<file path="src/trigger_consts.svh">
// timing counts and fixed values for the trigger and status led block
// assumes a 25 MHz system clock
`ifndef TRIGGER_CONSTS_SVH
`define TRIGGER_CONSTS_SVH
`define CLK_HZ               25000000
`define PULSE_MIN_US         100
`define PULSE_MAX_US         2000
`define PERIOD_MIN_MS        33
`define HOLD_LONG_S          10
`define HOLD_SHORT_S         5
`define BLINK_HALF_MS        500
`define PULSE_MIN_CYC        ((`CLK_HZ / 1000000) * `PULSE_MIN_US)
`define PULSE_MAX_CYC        ((`CLK_HZ / 1000000) * `PULSE_MAX_US)
`define PERIOD_MIN_CYC       ((`CLK_HZ / 1000) * `PERIOD_MIN_MS)
`define HOLD_LONG_CYC        (`CLK_HZ * `HOLD_LONG_S)
`define HOLD_SHORT_CYC       (`CLK_HZ * `HOLD_SHORT_S)
`define BLINK_HALF_CYC       ((`CLK_HZ / 1000) * `BLINK_HALF_MS)
`define DEFAULT_NET_ADDR     32'hc0a80165
`define RANGE_MODES          4
`endif

</file>
<file path="src/trigger_pkg.sv">
// types shared by the trigger and status led block
// constants live in trigger_consts.svh
package trigger_pkg;
  typedef struct packed {
    logic red;
    logic green;
    logic blue;
  } led_rgb_s;
  typedef enum logic [2:0] {
    SHOW_BROADCAST,
    SHOW_CONNECTED,
    SHOW_RESET_HOLD,
    SHOW_RESET_BLINK,
    SHOW_OFF,
    SHOW_FW_UPGRADE,
    SHOW_DRV_UPGRADE
  } led_show_e;
endpackage

</file>
<file path="src/trigger_and_status_led.sv">
// trigger qualification, address restore and status led control
// assumes one 25 MHz clock, synchronous reset, pins asynchronous
`timescale 1ns/1ps
`include "trigger_consts.svh"
module trigger_and_status_led #(
  parameter int unsigned PULSE_MIN_CYC  = `PULSE_MIN_CYC,
  parameter int unsigned PERIOD_MIN_CYC = `PERIOD_MIN_CYC,
  parameter int unsigned HOLD_LONG_CYC  = `HOLD_LONG_CYC,
  parameter int unsigned HOLD_SHORT_CYC = `HOLD_SHORT_CYC,
  parameter int unsigned BLINK_HALF_CYC = `BLINK_HALF_CYC
) (
  input  wire logic        clk_i,
  input  wire logic        reset_i,
  input  wire logic        strobe_in_i,
  input  wire logic        net_address_restore_in_i,
  input  wire logic        restore_button_i,
  input  wire logic        slave_mode_i,
  input  wire logic [1:0]  range_mode_i,
  input  wire logic [23:0] exposure_cyc_0_i,
  input  wire logic [23:0] exposure_cyc_1_i,
  input  wire logic [23:0] exposure_cyc_2_i,
  input  wire logic [23:0] exposure_cyc_3_i,
  input  wire logic        host_connected_i,
  input  wire logic        fw_upgrade_i,
  input  wire logic        drv_upgrade_i,
  input  wire logic        gp_out_level_i,
  output logic             frame_start_o,
  output logic             exposure_window_o,
  output logic             net_addr_restore_o,
  output logic [31:0]      net_addr_default_o,
  output logic             self_reset_o,
  output trigger_pkg::led_rgb_s led_o,
  output logic             gp_out_o
);
  logic strobe_s;
  logic addr_pin_s;
  logic button_s;
  logic blink_phase;
  logic blink_edge;
  // pins cross into clk_i domain before anything looks at them
  level_sync u_sync_strobe (
    .clk_i   (clk_i),
    .reset_i (reset_i),
    .pin_i   (strobe_in_i),
    .level_o (strobe_s)
  );
  level_sync u_sync_addr (
    .clk_i   (clk_i),
    .reset_i (reset_i),
    .pin_i   (net_address_restore_in_i),
    .level_o (addr_pin_s)
  );
  level_sync u_sync_button (
    .clk_i   (clk_i),
    .reset_i (reset_i),
    .pin_i   (restore_button_i),
    .level_o (button_s)
  );
  blink_divider #(
    .HALF_CYC (BLINK_HALF_CYC)
  ) u_blink (
    .clk_i   (clk_i),
    .reset_i (reset_i),
    .phase_o (blink_phase),
    .edge_o  (blink_edge)
  );
  // trigger qualification
  logic        strobe_prev_q;
  logic        strobe_prev_d;
  logic        armed_q;
  logic        armed_d;
  logic [19:0] width_q;
  logic [19:0] width_d;
  logic [20:0] since_q;
  logic [20:0] since_d;
  logic        period_ok_q;
  logic        period_ok_d;
  logic        start_q;
  logic        start_d;
  logic [23:0] expo_q;
  logic [23:0] expo_d;
  logic        expo_on_q;
  logic        expo_on_d;
  logic [23:0] expo_len;
  always_comb begin
    case (range_mode_i)
      2'h0:    expo_len = exposure_cyc_0_i;
      2'h1:    expo_len = exposure_cyc_1_i;
      2'h2:    expo_len = exposure_cyc_2_i;
      default: expo_len = exposure_cyc_3_i;
    endcase
  end
  always_comb begin
    strobe_prev_d = strobe_s;
    armed_d       = armed_q;
    width_d       = width_q;
    since_d       = since_q;
    period_ok_d   = period_ok_q;
    start_d       = 1'b0;
    expo_d        = expo_q;
    expo_on_d     = expo_on_q;
    if (since_q < 21'(PERIOD_MIN_CYC)) begin
      since_d = since_q + 21'h000001;
    end else begin
      period_ok_d = 1'b1;
    end
    // edge only counts when slave mode and period allow it
    if (!slave_mode_i) begin
      armed_d = 1'b0;
    end else if (strobe_s && !strobe_prev_q && period_ok_q) begin
      armed_d = 1'b1;
      width_d = 20'h00000;
    end else if (armed_q) begin
      if (!strobe_s) begin
        armed_d = 1'b0;
      end else if (width_q >= 20'(PULSE_MIN_CYC - 1)) begin
        // qualified once minimum width is seen, one start per edge
        armed_d     = 1'b0;
        start_d     = 1'b1;
        since_d     = 21'h000000;
        period_ok_d = 1'b0;
      end else begin
        width_d = width_q + 20'h00001;
      end
    end
    if (start_q) begin
      expo_d    = expo_len;
      expo_on_d = expo_len != 24'h000000;
    end else if (expo_on_q) begin
      if (expo_q <= 24'h000001) begin
        expo_on_d = 1'b0;
      end
      expo_d = expo_q - 24'h000001;
    end
  end
  always_ff @(posedge clk_i) begin
    if (reset_i) begin
      strobe_prev_q <= 1'b0;
      armed_q       <= 1'b0;
      width_q       <= 20'h00000;
      since_q       <= 21'h000000;
      period_ok_q   <= 1'b0;
      start_q       <= 1'b0;
      expo_q        <= 24'h000000;
      expo_on_q     <= 1'b0;
    end else begin
      strobe_prev_q <= strobe_prev_d;
      armed_q       <= armed_d;
      width_q       <= width_d;
      since_q       <= since_d;
      period_ok_q   <= period_ok_d;
      start_q       <= start_d;
      expo_q        <= expo_d;
      expo_on_q     <= expo_on_d;
    end
  end
  // address restore and led state
  trigger_pkg::led_show_e show_q;
  trigger_pkg::led_show_e show_d;
  logic [27:0] pin_hold_q;
  logic [27:0] pin_hold_d;
  logic [27:0] btn_hold_q;
  logic [27:0] btn_hold_d;
  logic        pin_done_q;
  logic        pin_done_d;
  logic        btn_done_q;
  logic        btn_done_d;
  logic [1:0]  blinks_q;
  logic [1:0]  blinks_d;
  logic        restore_q;
  logic        restore_d;
  logic        self_reset_q;
  logic        self_reset_d;
  trigger_pkg::led_rgb_s led_q;
  trigger_pkg::led_rgb_s led_d;
  logic        gp_q;
  logic        gp_d;
  always_comb begin
    pin_hold_d   = pin_hold_q;
    btn_hold_d   = btn_hold_q;
    pin_done_d   = pin_done_q;
    btn_done_d   = btn_done_q;
    blinks_d     = blinks_q;
    restore_d    = 1'b0;
    self_reset_d = 1'b0;
    show_d       = show_q;
    gp_d         = gp_out_level_i;
    // pin: one restore per continuous 10 s high
    if (!addr_pin_s) begin
      pin_hold_d = 28'h0000000;
      pin_done_d = 1'b0;
    end else if (!pin_done_q) begin
      if (pin_hold_q >= 28'(HOLD_LONG_CYC - 1)) begin
        restore_d  = 1'b1;
        pin_done_d = 1'b1;
      end else begin
        pin_hold_d = pin_hold_q + 28'h0000001;
      end
    end
    // button: purple from 5 s, off and restore at 10 s
    if (!button_s) begin
      btn_hold_d = 28'h0000000;
      btn_done_d = 1'b0;
      if (show_q == trigger_pkg::SHOW_RESET_HOLD) begin
        show_d   = trigger_pkg::SHOW_RESET_BLINK;
        blinks_d = 2'h0;
      end
    end else if (!btn_done_q) begin
      if (btn_hold_q >= 28'(HOLD_LONG_CYC - 1)) begin
        restore_d  = 1'b1;
        btn_done_d = 1'b1;
        show_d     = trigger_pkg::SHOW_OFF;
      end else begin
        btn_hold_d = btn_hold_q + 28'h0000001;
        if (btn_hold_q == 28'(HOLD_SHORT_CYC - 1)) begin
          show_d = trigger_pkg::SHOW_RESET_HOLD;
        end
      end
    end
    case (show_q)
      trigger_pkg::SHOW_RESET_HOLD: begin
      end
      trigger_pkg::SHOW_RESET_BLINK: begin
        // two full blinks counted on falling blink phase
        if (blink_edge && !blink_phase) begin
          blinks_d = blinks_q + 2'h1;
          if (blinks_q == 2'h1) begin
            self_reset_d = 1'b1;
            restore_d    = 1'b1;
            show_d       = trigger_pkg::SHOW_BROADCAST;
          end
        end
      end
      trigger_pkg::SHOW_OFF: begin
        if (!button_s) begin
          show_d = trigger_pkg::SHOW_BROADCAST;
        end
      end
      default: begin
        // upgrades outrank link state; a fresh reset hold outranks both
        if (show_d != show_q) begin
          // keep the reset display the button just picked
        end else if (fw_upgrade_i) begin
          show_d = trigger_pkg::SHOW_FW_UPGRADE;
        end else if (drv_upgrade_i) begin
          show_d = trigger_pkg::SHOW_DRV_UPGRADE;
        end else if (host_connected_i) begin
          show_d = trigger_pkg::SHOW_CONNECTED;
        end else begin
          show_d = trigger_pkg::SHOW_BROADCAST;
        end
      end
    endcase
    led_d = '0;
    case (show_q)
      trigger_pkg::SHOW_BROADCAST:   led_d.blue = blink_phase;
      trigger_pkg::SHOW_CONNECTED:   led_d.blue = 1'b1;
      trigger_pkg::SHOW_RESET_HOLD: begin
        led_d.red  = 1'b1;
        led_d.blue = 1'b1;
      end
      trigger_pkg::SHOW_RESET_BLINK: begin
        led_d.red  = blink_phase;
        led_d.blue = blink_phase;
      end
      trigger_pkg::SHOW_FW_UPGRADE:  led_d = '1;
      trigger_pkg::SHOW_DRV_UPGRADE: led_d.green = blink_phase;
      default:                       led_d = '0;
    endcase
  end
  always_ff @(posedge clk_i) begin
    if (reset_i) begin
      show_q       <= trigger_pkg::SHOW_BROADCAST;
      pin_hold_q   <= 28'h0000000;
      btn_hold_q   <= 28'h0000000;
      pin_done_q   <= 1'b0;
      btn_done_q   <= 1'b0;
      blinks_q     <= 2'h0;
      restore_q    <= 1'b0;
      self_reset_q <= 1'b0;
      led_q        <= '0;
      gp_q         <= 1'b0;
    end else begin
      show_q       <= show_d;
      pin_hold_q   <= pin_hold_d;
      btn_hold_q   <= btn_hold_d;
      pin_done_q   <= pin_done_d;
      btn_done_q   <= btn_done_d;
      blinks_q     <= blinks_d;
      restore_q    <= restore_d;
      self_reset_q <= self_reset_d;
      led_q        <= led_d;
      gp_q         <= gp_d;
    end
  end
  logic [31:0] addr_q;
  always_ff @(posedge clk_i) begin
    if (reset_i) begin
      addr_q <= 32'h00000000;
    end else begin
      addr_q <= `DEFAULT_NET_ADDR;
    end
  end
  assign frame_start_o      = start_q;
  assign exposure_window_o  = expo_on_q;
  assign net_addr_restore_o = restore_q;
  assign net_addr_default_o = addr_q;
  assign self_reset_o       = self_reset_q;
  assign led_o              = led_q;
  assign gp_out_o           = gp_q;
endmodule

</file>
<file path="src/level_sync.sv">
// two flip-flop synchroniser for one pin input
// assumes the pin is asynchronous to clk_i
`timescale 1ns/1ps
module level_sync (
  input  wire logic clk_i,
  input  wire logic reset_i,
  input  wire logic pin_i,
  output logic      level_o
);
  logic meta_q;
  logic meta_d;
  logic sync_q;
  logic sync_d;
  always_comb begin
    meta_d = pin_i;
    sync_d = meta_q;
  end
  always_ff @(posedge clk_i) begin
    if (reset_i) begin
      meta_q <= 1'b0;
      sync_q <= 1'b0;
    end else begin
      meta_q <= meta_d;
      sync_q <= sync_d;
    end
  end
  assign level_o = sync_q;
endmodule

</file>
<file path="src/blink_divider.sv">
// free running blink phase, toggles every half period
// assumes one clock; half period given in clock cycles
`timescale 1ns/1ps
module blink_divider #(
  parameter int unsigned HALF_CYC = 12500000
) (
  input  wire logic clk_i,
  input  wire logic reset_i,
  output logic      phase_o,
  output logic      edge_o
);
  logic [23:0] cnt_q;
  logic [23:0] cnt_d;
  logic        phase_q;
  logic        phase_d;
  logic        edge_q;
  logic        edge_d;
  always_comb begin
    cnt_d   = cnt_q + 24'h000001;
    phase_d = phase_q;
    edge_d  = 1'b0;
    if (cnt_q >= 24'(HALF_CYC - 1)) begin
      cnt_d   = 24'h000000;
      phase_d = ~phase_q;
      edge_d  = 1'b1;
    end
  end
  always_ff @(posedge clk_i) begin
    if (reset_i) begin
      cnt_q   <= 24'h000000;
      phase_q <= 1'b0;
      edge_q  <= 1'b0;
    end else begin
      cnt_q   <= cnt_d;
      phase_q <= phase_d;
      edge_q  <= edge_d;
    end
  end
  assign phase_o = phase_q;
  assign edge_o  = edge_q;
endmodule

</file>
<file path="config.mk">
export PLATFORM = sky130hd
export DESIGN_NAME = trigger_and_status_led
export DESIGN_NICKNAME = d
export VERILOG_FILES = /design/src/trigger_pkg.sv /design/src/trigger_and_status_led.sv /design/src/level_sync.sv /design/src/blink_divider.sv
export VERILOG_INCLUDE_DIRS = /design/src
export SDC_FILE = /design/constraint.sdc
export NUM_CORES = 1
export LEC_CHECK = 0
export BUFFER_PORTS_ARGS = -buffer_cell sky130_fd_sc_hd__buf_2
export CAP_MARGIN = 20
export CORE_MARGIN = 8
export CORE_UTILIZATION = 46
export DETAILED_ROUTE_END_ITERATION = 7
export HOLD_SLACK_MARGIN = 0.03
export PLACE_DENSITY = 0.66
export SLEW_MARGIN = 30
export SYNTH_ARGS = -nofsm -noshare
export SYNTH_HDL_FRONTEND = slang
export SYNTH_HIERARCHICAL = 1
export SYNTH_SLANG_ARGS = --single-unit
</file>
<file path="constraint.sdc">
create_clock -name clk_i -period 5.88 [get_ports clk_i]
set_clock_uncertainty 0.05 [all_clocks]
set_input_delay 0 -clock clk_i [delete_from_list [all_inputs] [get_ports clk_i]]
set_output_delay 0 -clock clk_i [all_outputs]
set_load 0.01 [all_outputs]
</file>
* Word-level counts from Yosys, hierarchy flattened
Index checks and enable logic that the tools add are counted.
Operators by class: add/subtract/negate cells 7, $lt $le $gt $ge 6, equal/unequal tests 12, multiplexer cells 62, bitwise logic cells 12, reductions and logical operators 23
Operators with widths (count):
- $mux 21 | 6
- $mux 20 | 4
- $pmux 24 s3 | 1
- $add 28x1->28 const B | 2
- $ge 28x28->1 const B | 2
- $mux 24 | 2
- $mux 3 | 11
- $mux 32 | 1
- $mux 1 | 29
- $eq 28x27->1 const B | 1
- $add 24x1->24 const B | 1
- $ge 24x24->1 const B | 1
- $le 24x1->1 const B | 1
- $reduce_bool 24->1 | 1
- $sub 24x1->24 const B | 1
- $add 21x1->21 const B | 1
- $lt 21x20->1 const B | 1
- $add 20x1->20 const B | 1
- $ge 20x12->1 const B | 1
- $not 1->1 | 12
- $reduce_or 2->1 | 6
- $eq 3x3->1 const B | 3
- $pmux 3 s3 | 1
- $mux 2 | 4
- other kinds (17) | 28
Storage, ports and cells: flip-flop bits (word level) 203, bits of input ports 108, output and inout port bits 40

* Depth between registers and ports, before layout
Gate-level depths: netlist of the first run.
depth after elaboration 10, gate-level depth with buffers 9, mapped depth without buffers 8

* Modules after synthesis
Netlist of the first run, hierarchy kept.
Modules (own cells, without submodules):
- trigger_and_status_led | times used 1, cells each 868, area an instance 7477.2 sq um
- blink_divider | times used 1, cells each 134, area an instance 1154.9 sq um
- level_sync | times used 3, cells each 4, area an instance 52.6 sq um

* Worst setup path after synthesis of the first run
Ideal clock, no wire load.
kind register to register, start point register pin_hold_q[0], end point register pin_hold_q[24], data arrival time 1.990 ns, required time 5.698 ns, setup slack 3.708 ns, stages on the path, launching flop included 10, path buffers 2, clock period less this slack 2.172 ns, cell sequence dfxtp_1 > ha_1 > nand4_1 > o311a_1 > a211o_1 > clkbuf_1 > nand4_1 > clkbuf_1 > or3_1 > a21oi_1
Between the ends: longest elaborated chain between the ends 3, elaborated cells between the ends (all ways) 4, classes of those cells 1 x add/sub; 1 x order compare; 1 x bitwise; 1 x reduce/logical
Ends and longest elaborated chain:
- from (decl) | line trigger_and_status_led.sv:160 | logic [27:0] pin_hold_q;
- from (signal assigned) | line trigger_and_status_led.sv:285 | pin_hold_q <= pin_hold_d;
- $ge 28x28->1 | line trigger_and_status_led.sv:193 | if (pin_hold_q >= 28'(HOLD_LONG_CYC - 1)) begin
- $not 1->1 (no source line)
- $reduce_and 2->1 (no source line)
Several ways; a longest one is shown, not always the timed one. A chain may end at the register's enable or synchronous reset.

* Worst setup path after layout of the first run
start point register btn_hold_q[0], end point register btn_hold_q[12]
Between the ends: longest elaborated chain between the ends 3, elaborated cells between the ends (all ways) 4, classes of those cells 1 x add/sub; 1 x order compare; 1 x bitwise; 1 x reduce/logical
Ends and longest elaborated chain:
- from (decl) | line trigger_and_status_led.sv:162 | logic [27:0] btn_hold_q;
- from (signal assigned) | line trigger_and_status_led.sv:286 | btn_hold_q <= btn_hold_d;
- $ge 28x28->1 | line trigger_and_status_led.sv:209 | if (btn_hold_q >= 28'(HOLD_LONG_CYC - 1)) begin
- $not 1->1 (no source line)
- $reduce_and 2->1 (no source line)
Several ways; a longest one is shown, not always the timed one.

==> results.txt, run 1 <==
delay of the slowest cell on the worst path: 0.61 ns
nature of the critical path startpoint: flip-flop
max-cap violations: 0
count of cell types in the netlist: 67
number of synthesized register bits: 172
antenna violations before repair: 0
Site Rows: 50
I/O Pins: 148
maximum clock rate: 382 MHz
layout overhead on the synthesized area: 15.0%
drt total wl: 19,400 um
critical path type: reg -> reg
post-route cell area: 10,100 um2
most common flop cell mapped by yosys: sky130_fd_sc_hd__dfxtp_1
via-per-instance ratio: 5.39
global-route wire length before repair: 32,900 um
total cell area at the placement stage: 9420 um2
# DRC: 0
mean post-synth cell area: 8.67 um2
EDFF count, synth: 0
time the final worst path needs with I/O delays and setup: 2.62 ns
Pre-Repair DR Iteration Count: 5
Setup crit end kind: flip-flop
horizontal extent of the die: 154 um
VDD IR max: 0.167 mV
sequential cell area fraction in the yosys report: 0.392
TritonCTS clock tree: built
Clock Tree Root: sky130_fd_sc_hd__clkbuf_16
Pins Over Slew Limit: 0
number of port buffers: 125
count of cells resized by post-cts repair: 0
FFs w/ async S/R, synth: 0
buffer levels on the longest clock path: 2
dominant cell type by area after synthesis: sky130_fd_sc_hd__dfxtp_1
final setup violation count: 0
routed wirelength normalized by instance count: 14.2 um
worst-path cell with the longest stage delay: sky130_fd_sc_hd__o211ai_1
Initial Util: 0.470
buffer and inverter count on the worst path: 1
final clock period utilization by the worst path: 0.446
Layout Utilization: 0.541
floorplan die height: 154 um
final setup TNS: 0 ns
core region area: 18,700 um2
DRC violation total after the first TritonRoute iteration: 369
summed instance area of the synthesized netlist: 8790 um2
number of buffers created by CTS: 17
number of vias after detailed routing: 7,391
clock input transition at the sequential cells of the worst setup and hold paths: 0.07 ns
total global routing overflow: 0
ratio of cells with drive above 1 in the final layout: 0.175
most common library cell in the layout ignoring fill and taps: sky130_fd_sc_hd__dfxtp_1
classification of the worst-slack hold path: in -> reg
Worst path top cell family by delay: simple AND/OR/NAND/NOR gates
area enclosed by the die boundary: 23,800 um2
Yosys warning count: 6
via count of the first global-routing pass: 7,196
RSZ-0062 raised after global routing: false
commonest non-fill, non-tap cells in the layout: sky130_fd_sc_hd__dfxtp_1, sky130_fd_sc_hd__nor2_1, sky130_fd_sc_hd__buf_2, sky130_fd_sc_hd__nand2_1, sky130_fd_sc_hd__xor2_1
outcome: complete, no violations
post-DP HPWL: 14,200 um
worst-margin pin slew: 0.936 ns
max_slew headroom: 0.374
number of H-tree levels: 4
CTS sink count: 172
Worst EP arrival: 2.92 ns
maximum fanout count along the critical path: 14
cells traversed along the worst timing path: ha_1, and4_1, o211ai_1, buf_4, nand4_1, or3_1, a21oi_1
final antenna-violating net count: 0
Power per Cell Area: 238 nW/um2
Worst-Skew Late Latency: 0.43 ns
proportion of netlist area held by the largest area contributor: 0.392
CP required: 6.18 ns
final weighted congestion in routability-driven placement: 0.781
top cells by area, synth: sky130_fd_sc_hd__dfxtp_1, sky130_fd_sc_hd__nor2_1, sky130_fd_sc_hd__mux4_2, sky130_fd_sc_hd__xor2_1, sky130_fd_sc_hd__xnor2_1
global-route usage over all layers: 0.165
leakage: 3.71 nW
final hold viol count: 0
maximum number of pins on one net before global-route repair: 45
synthesized instance count: 1,014
net count of the finished layout: 1,240
diodes inserted: 0
## logic make-up (layout without fill, tap and decap cells)
family	count (synthesis)	in the layout	synth area share
adder cells (fa/ha/maj)	8	8	0.0114
multiplexers	26	26	0.0638
other	1	22	0.000427
AND/OR/NAND/NOR	483	483	0.283
buffers and inverters	89	191	0.0535
flip-flops	172	172	0.392
XOR/XNOR	101	101	0.101
AO/OA/AOI/OAI	134	134	0.0951
## metrics by stage
stage          cells  hold WS, ns  total power, mW  setup WS, ns
2_1_floorplan   1035       0.0216             1.32          3.71
3_3_place_gp    1327        0.165             1.36          3.13
3_5_place_dp    1327        0.176             1.36          3.04
4_1_cts         1371       0.0368             2.44          3.25
5_1_grt         1371       0.0653             2.51          3.04
6_report        1371       0.0487             2.41          3.26
## path summary, 6_finish.rpt
check | depth (start not counted) | end | slack (ns) | start
hold reg to reg | 1 | width_q[14]$_SDFFE_PP0P_ | 0.41 | width_q[14]$_SDFFE_PP0P_
setup / recovery | 7 | btn_hold_q[12]$_SDFFE_PP0P_ | 3.26 | btn_hold_q[0]$_SDFFE_PP0P_
hold / removal | 4 | expo_q[20]$_SDFFE_PP0P_ | 0.05 | exposure_cyc_2_i[20]
setup reg to reg | 7 | btn_hold_q[12]$_SDFFE_PP0P_ | 3.26 | btn_hold_q[0]$_SDFFE_PP0P_
## flip-flops by register name (all words and copies together) (netlist names), 2 cells and up
signal	count
pin_hold_q	28
show_q	3
blinks_q	2
since_q	21
led_o	3
expo_q	24
btn_hold_q	28
width_q	20
u_blink/cnt_q	24
## synth_stat cells (20+ instances only)
| cell | count |
|---|---|
| sky130_fd_sc_hd__xnor2_1 | 47 |
| sky130_fd_sc_hd__xor2_1 | 54 |
| sky130_fd_sc_hd__and3_1 | 24 |
| sky130_fd_sc_hd__nor2_1 | 146 |
| sky130_fd_sc_hd__o21ai_0 | 41 |
| sky130_fd_sc_hd__clkbuf_1 | 32 |
| sky130_fd_sc_hd__mux4_2 | 24 |
| sky130_fd_sc_hd__dfxtp_1 | 172 |
| sky130_fd_sc_hd__nand3_1 | 45 |
| sky130_fd_sc_hd__buf_4 | 31 |
| sky130_fd_sc_hd__nand2_1 | 73 |
| sky130_fd_sc_hd__nor4_1 | 21 |
| sky130_fd_sc_hd__a21oi_1 | 43 |
| sky130_fd_sc_hd__nand4_1 | 43 |
| sky130_fd_sc_hd__nor3_1 | 32 |
| sky130_fd_sc_hd__or3_1 | 20 |
## area by class of cell
type / count / area [um2]
Multi-Input combinational cell: 774 / 4980
Clock inverter: 13 / 116
Timing Repair Buffer: 140 / 768
Clock buffer: 19 / 443
Sequential cell: 172 / 3440
Fill cell: 1725 / 8590
Inverter: 19 / 71.3
Tap cell: 234 / 293
## power breakdown
group          switching, mW  internal (mW)  total [mW]
clock network          0.471          0.595        1.07
registers             0.0116           1.18        1.19
logic                 0.0777         0.0790       0.157
total                  0.560           1.85        2.41
## worst min-delay path: cells and delay by family
kind	cells	cell delay, ns
buffers and inverters	1	0.07
AOI/OAI and AO/OA	2	0.17
muxes	1	0.25
## timing repair
| item | 4_1_cts | 5_1_grt |
|---|---|---|
| endpoints found under the setup margin | 0 | 0 |
| hold buffers | 12 | 0 |
| setup buffers | 0 | 0 |
| endpoints found under the hold margin | 10 | 0 |
## layer usage
layer	wire [um]	track usage	part of all wire	vias to the layer above
met4	524	0.0723	0.027	0
li1	-	-	-	3787
met5	0	0	0	-
met1	8880	0.196	0.46	3389
met2	8930	0.268	0.46	189
met3	1120	0.0535	0.057	26
No activity file was read; power rests on OpenSTA's default activity.
==> run 2, diff against run 1 <==
--- a/config.mk
+++ b/config.mk
@@ -6,13 +6,14 @@
 export SDC_FILE = /design/constraint.sdc
 export NUM_CORES = 1
 export LEC_CHECK = 0
+export ABC_AREA = 1
 export BUFFER_PORTS_ARGS = -buffer_cell sky130_fd_sc_hd__buf_2
 export CAP_MARGIN = 20
 export CORE_MARGIN = 8
 export CORE_UTILIZATION = 46
 export DETAILED_ROUTE_END_ITERATION = 7
 export HOLD_SLACK_MARGIN = 0.03
-export PLACE_DENSITY = 0.66
+export PLACE_DENSITY = 0.68
 export SLEW_MARGIN = 30
 export SYNTH_ARGS = -nofsm -noshare
 export SYNTH_HDL_FRONTEND = slang
==> constraint.sdc (replaced) <==
create_clock -name clk_i -period 2.1 [get_ports clk_i]
set_clock_uncertainty 0.05 [all_clocks]
set_input_delay 0 -clock clk_i [delete_from_list [all_inputs] [get_ports clk_i]]
set_output_delay 0 -clock clk_i [all_outputs]
set_load 0.01 [all_outputs]
==> results.txt, run 2 <==
drt total wl: 27,700 um
Pre-Repair DR Iteration Count: 5
portion of total power attributed to sequential cells: 0.459
core region area: 22,500 um2
sequential cell area fraction in the yosys report: 0.329
Layout Utilization: 0.558
final antenna-violating net count: 0
count of cell types in the netlist: 54
cell type with the highest occurrence count on the critical path: sky130_fd_sc_hd__nand2_1
filler instances: 2,178
number of synthesized register bits: 172
combinational power share: 0.084
proportion of netlist area held by the largest area contributor: 0.329
Top Registers: btn_hold_q x28, pin_hold_q x28
buffer levels on the longest clock path: 2
TritonCTS clock tree: built
max_slew headroom: 0.533
part of the power in the clock network: 0.456
Worst EP arrival: 2.22 ns
summed instance area of the synthesized netlist: 10,500 um2
number of H-tree levels: 4
post-route cell area: 12,600 um2
antenna violations before repair: 0
maximum clock rate: 508 MHz
delay of the slowest cell on the worst path: 0.35 ns
dominant cell type by area after synthesis: sky130_fd_sc_hd__dfxtp_1
FFs w/ async S/R, synth: 0
buffer and inverter count on the worst path: 2
ratio of cells with drive above 1 in the final layout: 0.146
Site Rows: 55
critical path type: reg -> reg
non-filler instance count after layout: 2,095
EDFF count, synth: 0
Worst path top cell family by delay: simple AND/OR/NAND/NOR gates
# DRC: 0
final clock period utilization by the worst path: 0.937
internal power component: 5.53 mW
worst-margin pin slew: 0.699 ns
most common library cell in the layout ignoring fill and taps: sky130_fd_sc_hd__nand2_1
Yosys warning count: 6
final setup violation count: 0
Initial Util: 0.465
synthesized instance count: 1,613
floorplan die height: 167 um
time the final worst path needs with I/O delays and setup: 1.97 ns
number of placed cells counting well taps: 2,007
total cell area at the placement stage: 11,300 um2
layout overhead on the synthesized area: 20.0%
most common flop cell mapped by yosys: sky130_fd_sc_hd__dfxtp_1
area occupied by multi-input gates: 6040 um2
Pins Over Slew Limit: 0
number of port buffers: 125
classification of the worst-slack hold path: in -> reg
Switch Pwr: 1.72 mW
Clock Tree Root: sky130_fd_sc_hd__clkbuf_16
top cells by area, synth: sky130_fd_sc_hd__dfxtp_1, sky130_fd_sc_hd__nand2_1, sky130_fd_sc_hd__nor2_1, sky130_fd_sc_hd__inv_1, sky130_fd_sc_hd__a21oi_1
worst-path cell with the longest stage delay: sky130_fd_sc_hd__dfxtp_1
CTS sink count: 172
max-cap violations: 0
top-count cell post-synth: sky130_fd_sc_hd__nand2_1
leakage: 5.06 nW
Sw Ratio: 0.237
via-per-instance ratio: 5.07
number of vias after detailed routing: 10,624
commonest non-fill, non-tap cells in the layout: sky130_fd_sc_hd__nand2_1, sky130_fd_sc_hd__nor2_1, sky130_fd_sc_hd__dfxtp_1, sky130_fd_sc_hd__inv_1, sky130_fd_sc_hd__buf_2
routed wirelength normalized by instance count: 13.2 um
net count of the finished layout: 1,913
Setup crit end kind: flip-flop
CP required: 2.35 ns
I/O Pins: 148
Worst Hold Slack: 0.0604 ns
most frequent cells after synthesis: sky130_fd_sc_hd__nand2_1, sky130_fd_sc_hd__nor2_1, sky130_fd_sc_hd__dfxtp_1
maximum fanout count along the critical path: 19
number of buffers created by CTS: 17
cells traversed along the worst timing path: ha_2, nor2_1, nand3_1, nand2_1, inv_1, o21ai_1, nand4_1, nand2b_4, nand2_4, inv_2, nand2_1, a21oi_1
area enclosed by the die boundary: 27,800 um2
mean post-synth cell area: 6.49 um2
DRC violation total after the first TritonRoute iteration: 756
final weighted congestion in routability-driven placement: 0.952
Worst-Skew Late Latency: 0.43 ns
nature of the critical path startpoint: flip-flop
final hold viol count: 0
Power per Cell Area: 577 nW/um2
total global routing overflow: 0
VDD IR max: 0.475 mV
maximum number of pins on one net before global-route repair: 31
global-route wire length before repair: 46,800 um
via count of the first global-routing pass: 10,285
clock input transition at the sequential cells of the worst setup and hold paths: 0.07 ns
post-DP HPWL: 20,800 um
horizontal extent of the die: 167 um
global-route usage over all layers: 0.196
combined flip-flop and latch cell area: 3450 um2
outcome: complete, no violations
run 2: repair_timing:
action / CTS / global route
endpoints found under the hold margin: 46 / 0
resized for setup: 0 / 13
setup endpoints to repair: 0 / 28
hold buffers: 55 / 0
setup buffers: 0 / 1
run 2: cell families after synthesis:
kind of cell,count (synthesis),share of synthesized area
flops,172,0.329
simple gates,943,0.402
buf+inv,242,0.105
other cells,1,0.000358
compound gates,170,0.0901
fa+ha+maj,8,0.00957
xor+xnor,77,0.0645
run 2: worst paths after layout:
path,depth (start not counted),slack (ns),end,from
hold / removal,5,0.06,expo_q[12]$_SDFFE_PP0P_,exposure_cyc_1_i[12]
setup reg to reg,12,0.13,width_q[8]$_SDFFE_PP0P_,width_q[0]$_SDFFE_PP0P_
hold reg to reg,2,0.36,u_sync_button/level_o$_SDFF_PP0_,u_sync_button/meta_q$_SDFF_PP0_
setup / recovery,12,0.13,width_q[8]$_SDFFE_PP0P_,width_q[0]$_SDFFE_PP0P_
run 2: power groups by stage:
stage / combinational, mW / clock [mW] / sequential (mW)
detailed placement: 0.492 / 0 / 3.40
global route: 0.691 / 3.51 / 3.33
CTS: 0.604 / 3.37 / 3.33
floorplan: 0.339 / 0 / 3.40
global placement: 0.487 / 0 / 3.40
finish: 0.612 / 3.30 / 3.33
run 2: cell type report:
type                       count  area share
multi-input combinational   1220       0.481
sequential                   172       0.275
timing repair buffer         217       0.116
inverter                     169      0.0507
clock buffer                  19      0.0361
tap                          285      0.0284
clock inverter                12      0.0129
antenna                        1    0.000199
run 2: per-layer routing:
metal  track usage  wire, um
met1         0.230     12300
met2         0.352     13600
met3        0.0442      1290
met4        0.0521       443
met5             0         0
run 2: tightest hold or removal path: cells and delay by family:
family                 cells  cell delay (ns)
buffers and inverters      1             0.08
AND/OR/NAND/NOR            3             0.28
AO/OA/AOI/OAI              1             0.15
run 2: through the flow:
stage          total power, mW  TNS (ns)  worst slack, ns
5_1_grt                   7.53   -0.0852          -0.0242
6_report                  7.24         0            0.132
3_5_place_dp              3.89         0            0.164
4_1_cts                   7.30         0            0.107
2_1_floorplan             3.74         0            0.306
3_3_place_gp              3.89         0            0.185
==> run 3, diff against run 2 <==
--- a/config.mk
+++ b/config.mk
@@ -13,7 +13,7 @@
 export CORE_UTILIZATION = 46
 export DETAILED_ROUTE_END_ITERATION = 7
 export HOLD_SLACK_MARGIN = 0.03
-export PLACE_DENSITY = 0.68
+export PLACE_DENSITY = 0.65
 export SLEW_MARGIN = 30
 export SYNTH_ARGS = -nofsm -noshare
 export SYNTH_HDL_FRONTEND = slang
==> constraint.sdc (replaced) <==
create_clock -name clk_i -period 2.4 [get_ports clk_i]
set_clock_uncertainty 0.05 [all_clocks]
set_input_delay 0 -clock clk_i [delete_from_list [all_inputs] [get_ports clk_i]]
set_output_delay 0 -clock clk_i [all_outputs]
set_load 0.01 [all_outputs]
==> results.txt, run 3 (synthesized netlist as in run 2, its figures left out) <==
outcome: complete, no violations
buffer and inverter count on the worst path: 2
Worst path top cell family by delay: simple AND/OR/NAND/NOR gates
clock input transition at the sequential cells of the worst setup and hold paths: 0.06 ns
Site Rows: 55
final clock period utilization by the worst path: 0.854
final setup violation count: 0
critical path type: reg -> reg
final antenna-violating net count: 0
cells traversed along the worst timing path: inv_1, nor3_1, inv_1, nor2_1, nand4_1, xnor2_1, nand2_1, a21oi_1
maximum fanout count along the critical path: 5
post-route cell area: 12,300 um2
global-route wire length before repair: 47,600 um
routed wirelength normalized by instance count: 13.5 um
Worst EP arrival: 2.36 ns
most common library cell in the layout ignoring fill and taps: sky130_fd_sc_hd__nand2_1
leakage: 4.93 nW
time the final worst path needs with I/O delays and setup: 2.05 ns
core region area: 22,500 um2
nature of the critical path startpoint: flip-flop
antenna violations before repair: 0
Power per Cell Area: 499 nW/um2
floorplan die height: 167 um
total global routing overflow: 0
ratio of cells with drive above 1 in the final layout: 0.132
final weighted congestion in routability-driven placement: 0.943
worst-case register-to-register setup slack: 0.35 ns
max_slew headroom: 0.484
worst-path cell with the longest stage delay: sky130_fd_sc_hd__nor3_1
number of post-CTS setup repair buffers: 0
instance count along the most critical hold path: 5
area enclosed by the die boundary: 27,800 um2
Top Registers: btn_hold_q x28, pin_hold_q x28
Crit. path cell count: 8
count of cells resized by post-cts repair: 0
# DRC: 0
Worst-Skew Late Latency: 0.44 ns
post-DP HPWL: 20,800 um
global-route usage over all layers: 0.200
FF-to-FF End: pin_hold_q[21]$_SDFFE_PP0P_
via-per-instance ratio: 5.11
number of cells on the worst reg-to-reg path: 8
Clock Tree Root: sky130_fd_sc_hd__clkbuf_16
number of H-tree levels: 4
buffer levels on the longest clock path: 2
number of port buffers: 125
number of buffers created by CTS: 17
CTS sink count: 172
Setup crit end kind: flip-flop
number of vias after detailed routing: 10,599
maximum number of pins on one net before global-route repair: 49
delay of the slowest cell on the worst path: 0.42 ns
via count of the first global-routing pass: 10,114
Pre-Repair DR Iteration Count: 5
horizontal extent of the die: 167 um
drt total wl: 27,900 um
diodes inserted: 0
worst min-delay path endpoint: expo_q[14]$_SDFFE_PP0P_
worst-margin pin slew: 0.773 ns
startpoint of the worst-slack reg-to-reg timing path: pin_hold_q[2]$_SDFFE_PP0P_
final hold viol count: 0
I/O Pins: 148
total cell area at the placement stage: 11,200 um2
Layout Utilization: 0.546
source of the worst hold timing path: exposure_cyc_0_i[14]
commonest non-fill, non-tap cells in the layout: sky130_fd_sc_hd__nand2_1, sky130_fd_sc_hd__nor2_1, sky130_fd_sc_hd__dfxtp_1, sky130_fd_sc_hd__inv_1, sky130_fd_sc_hd__buf_2
Initial Util: 0.465
maximum clock rate: 488 MHz
RSZ-0062 raised after global routing: false
CP required: 2.71 ns
layout overhead on the synthesized area: 17.5%
cell type with the highest occurrence count on the critical path: sky130_fd_sc_hd__inv_1
DRC violation total after the first TritonRoute iteration: 757
CTS hold repair buffers: 51
Pins Over Slew Limit: 0
TritonCTS clock tree: built
classification of the worst-slack hold path: in -> reg
VDD IR max: 0.334 mV
max-cap violations: 0
net count of the finished layout: 1,892
final setup TNS: 0 ns
[run 3: stage by stage]
stage	std cells	hold slack (ns)	power [mW]	setup slack (ns)
detailed placement	1991	0.157	3.41	0.361
finish	2074	0.0535	6.14	0.351
floorplan	1634	0.0191	3.27	0.606
global route	2074	0.104	6.40	0.161
global placement	1991	0.156	3.41	0.379
CTS	2074	0.0415	6.18	0.339
[run 3: final cells by class]
class	instances	area (um2)
Sequential cell	172	3440
Tap cell	285	357
Multi-Input combinational cell	1220	6000
Clock buffer	20	457
Clock inverter	12	114
Timing Repair Buffer	196	1290
Fill cell	2247	10200
Inverter	169	637
[run 3: power by group]
part	leakage, nW	internal (mW)	total (mW)	switching [mW]
logic	3.28	0.244	0.532	0.288
clock network	0.269	1.49	2.69	1.20
registers	1.39	2.88	2.91	0.0282
total	4.93	4.62	6.14	1.52
[run 3: worst max-delay path by stage]
| stage | from | endpoint | slack (ns) |
|---|---|---|---|
| floorplan | width_q[0]$_SDFFE_PP0P_ | width_q[11]$_SDFFE_PP0P_ | 0.61 |
| global placement | pin_hold_q[2]$_SDFFE_PP0P_ | pin_hold_q[21]$_SDFFE_PP0P_ | 0.38 |
| detailed placement | pin_hold_q[2]$_SDFFE_PP0P_ | pin_hold_q[21]$_SDFFE_PP0P_ | 0.36 |
| CTS | pin_hold_q[2]$_SDFFE_PP0P_ | pin_hold_q[21]$_SDFFE_PP0P_ | 0.34 |
| global route | pin_hold_q[1]$_SDFFE_PP0P_ | pin_hold_q[21]$_SDFFE_PP0P_ | 0.16 |
| finish | pin_hold_q[2]$_SDFFE_PP0P_ | pin_hold_q[21]$_SDFFE_PP0P_ | 0.35 |
[run 3: per-layer routing]
layer  track usage  vias to the layer above  share of wire
met3        0.0411                       40          0.044
li1              -                     5480              -
met4        0.0650                        0          0.022
met5             0                        -              0
met1         0.253                     4806           0.47
met2         0.334                      273           0.47
[run 3: worst register-to-register path, cell delays in order (launching register included)]
cell	delay, ns
sky130_fd_sc_hd__dfxtp_1	0.40
sky130_fd_sc_hd__inv_1	0.09
sky130_fd_sc_hd__nor3_1	0.42
sky130_fd_sc_hd__inv_1	0.15
sky130_fd_sc_hd__nor2_1	0.27
sky130_fd_sc_hd__nand4_1	0.20
sky130_fd_sc_hd__xnor2_1	0.19
sky130_fd_sc_hd__nand2_1	0.07
sky130_fd_sc_hd__a21oi_1	0.13
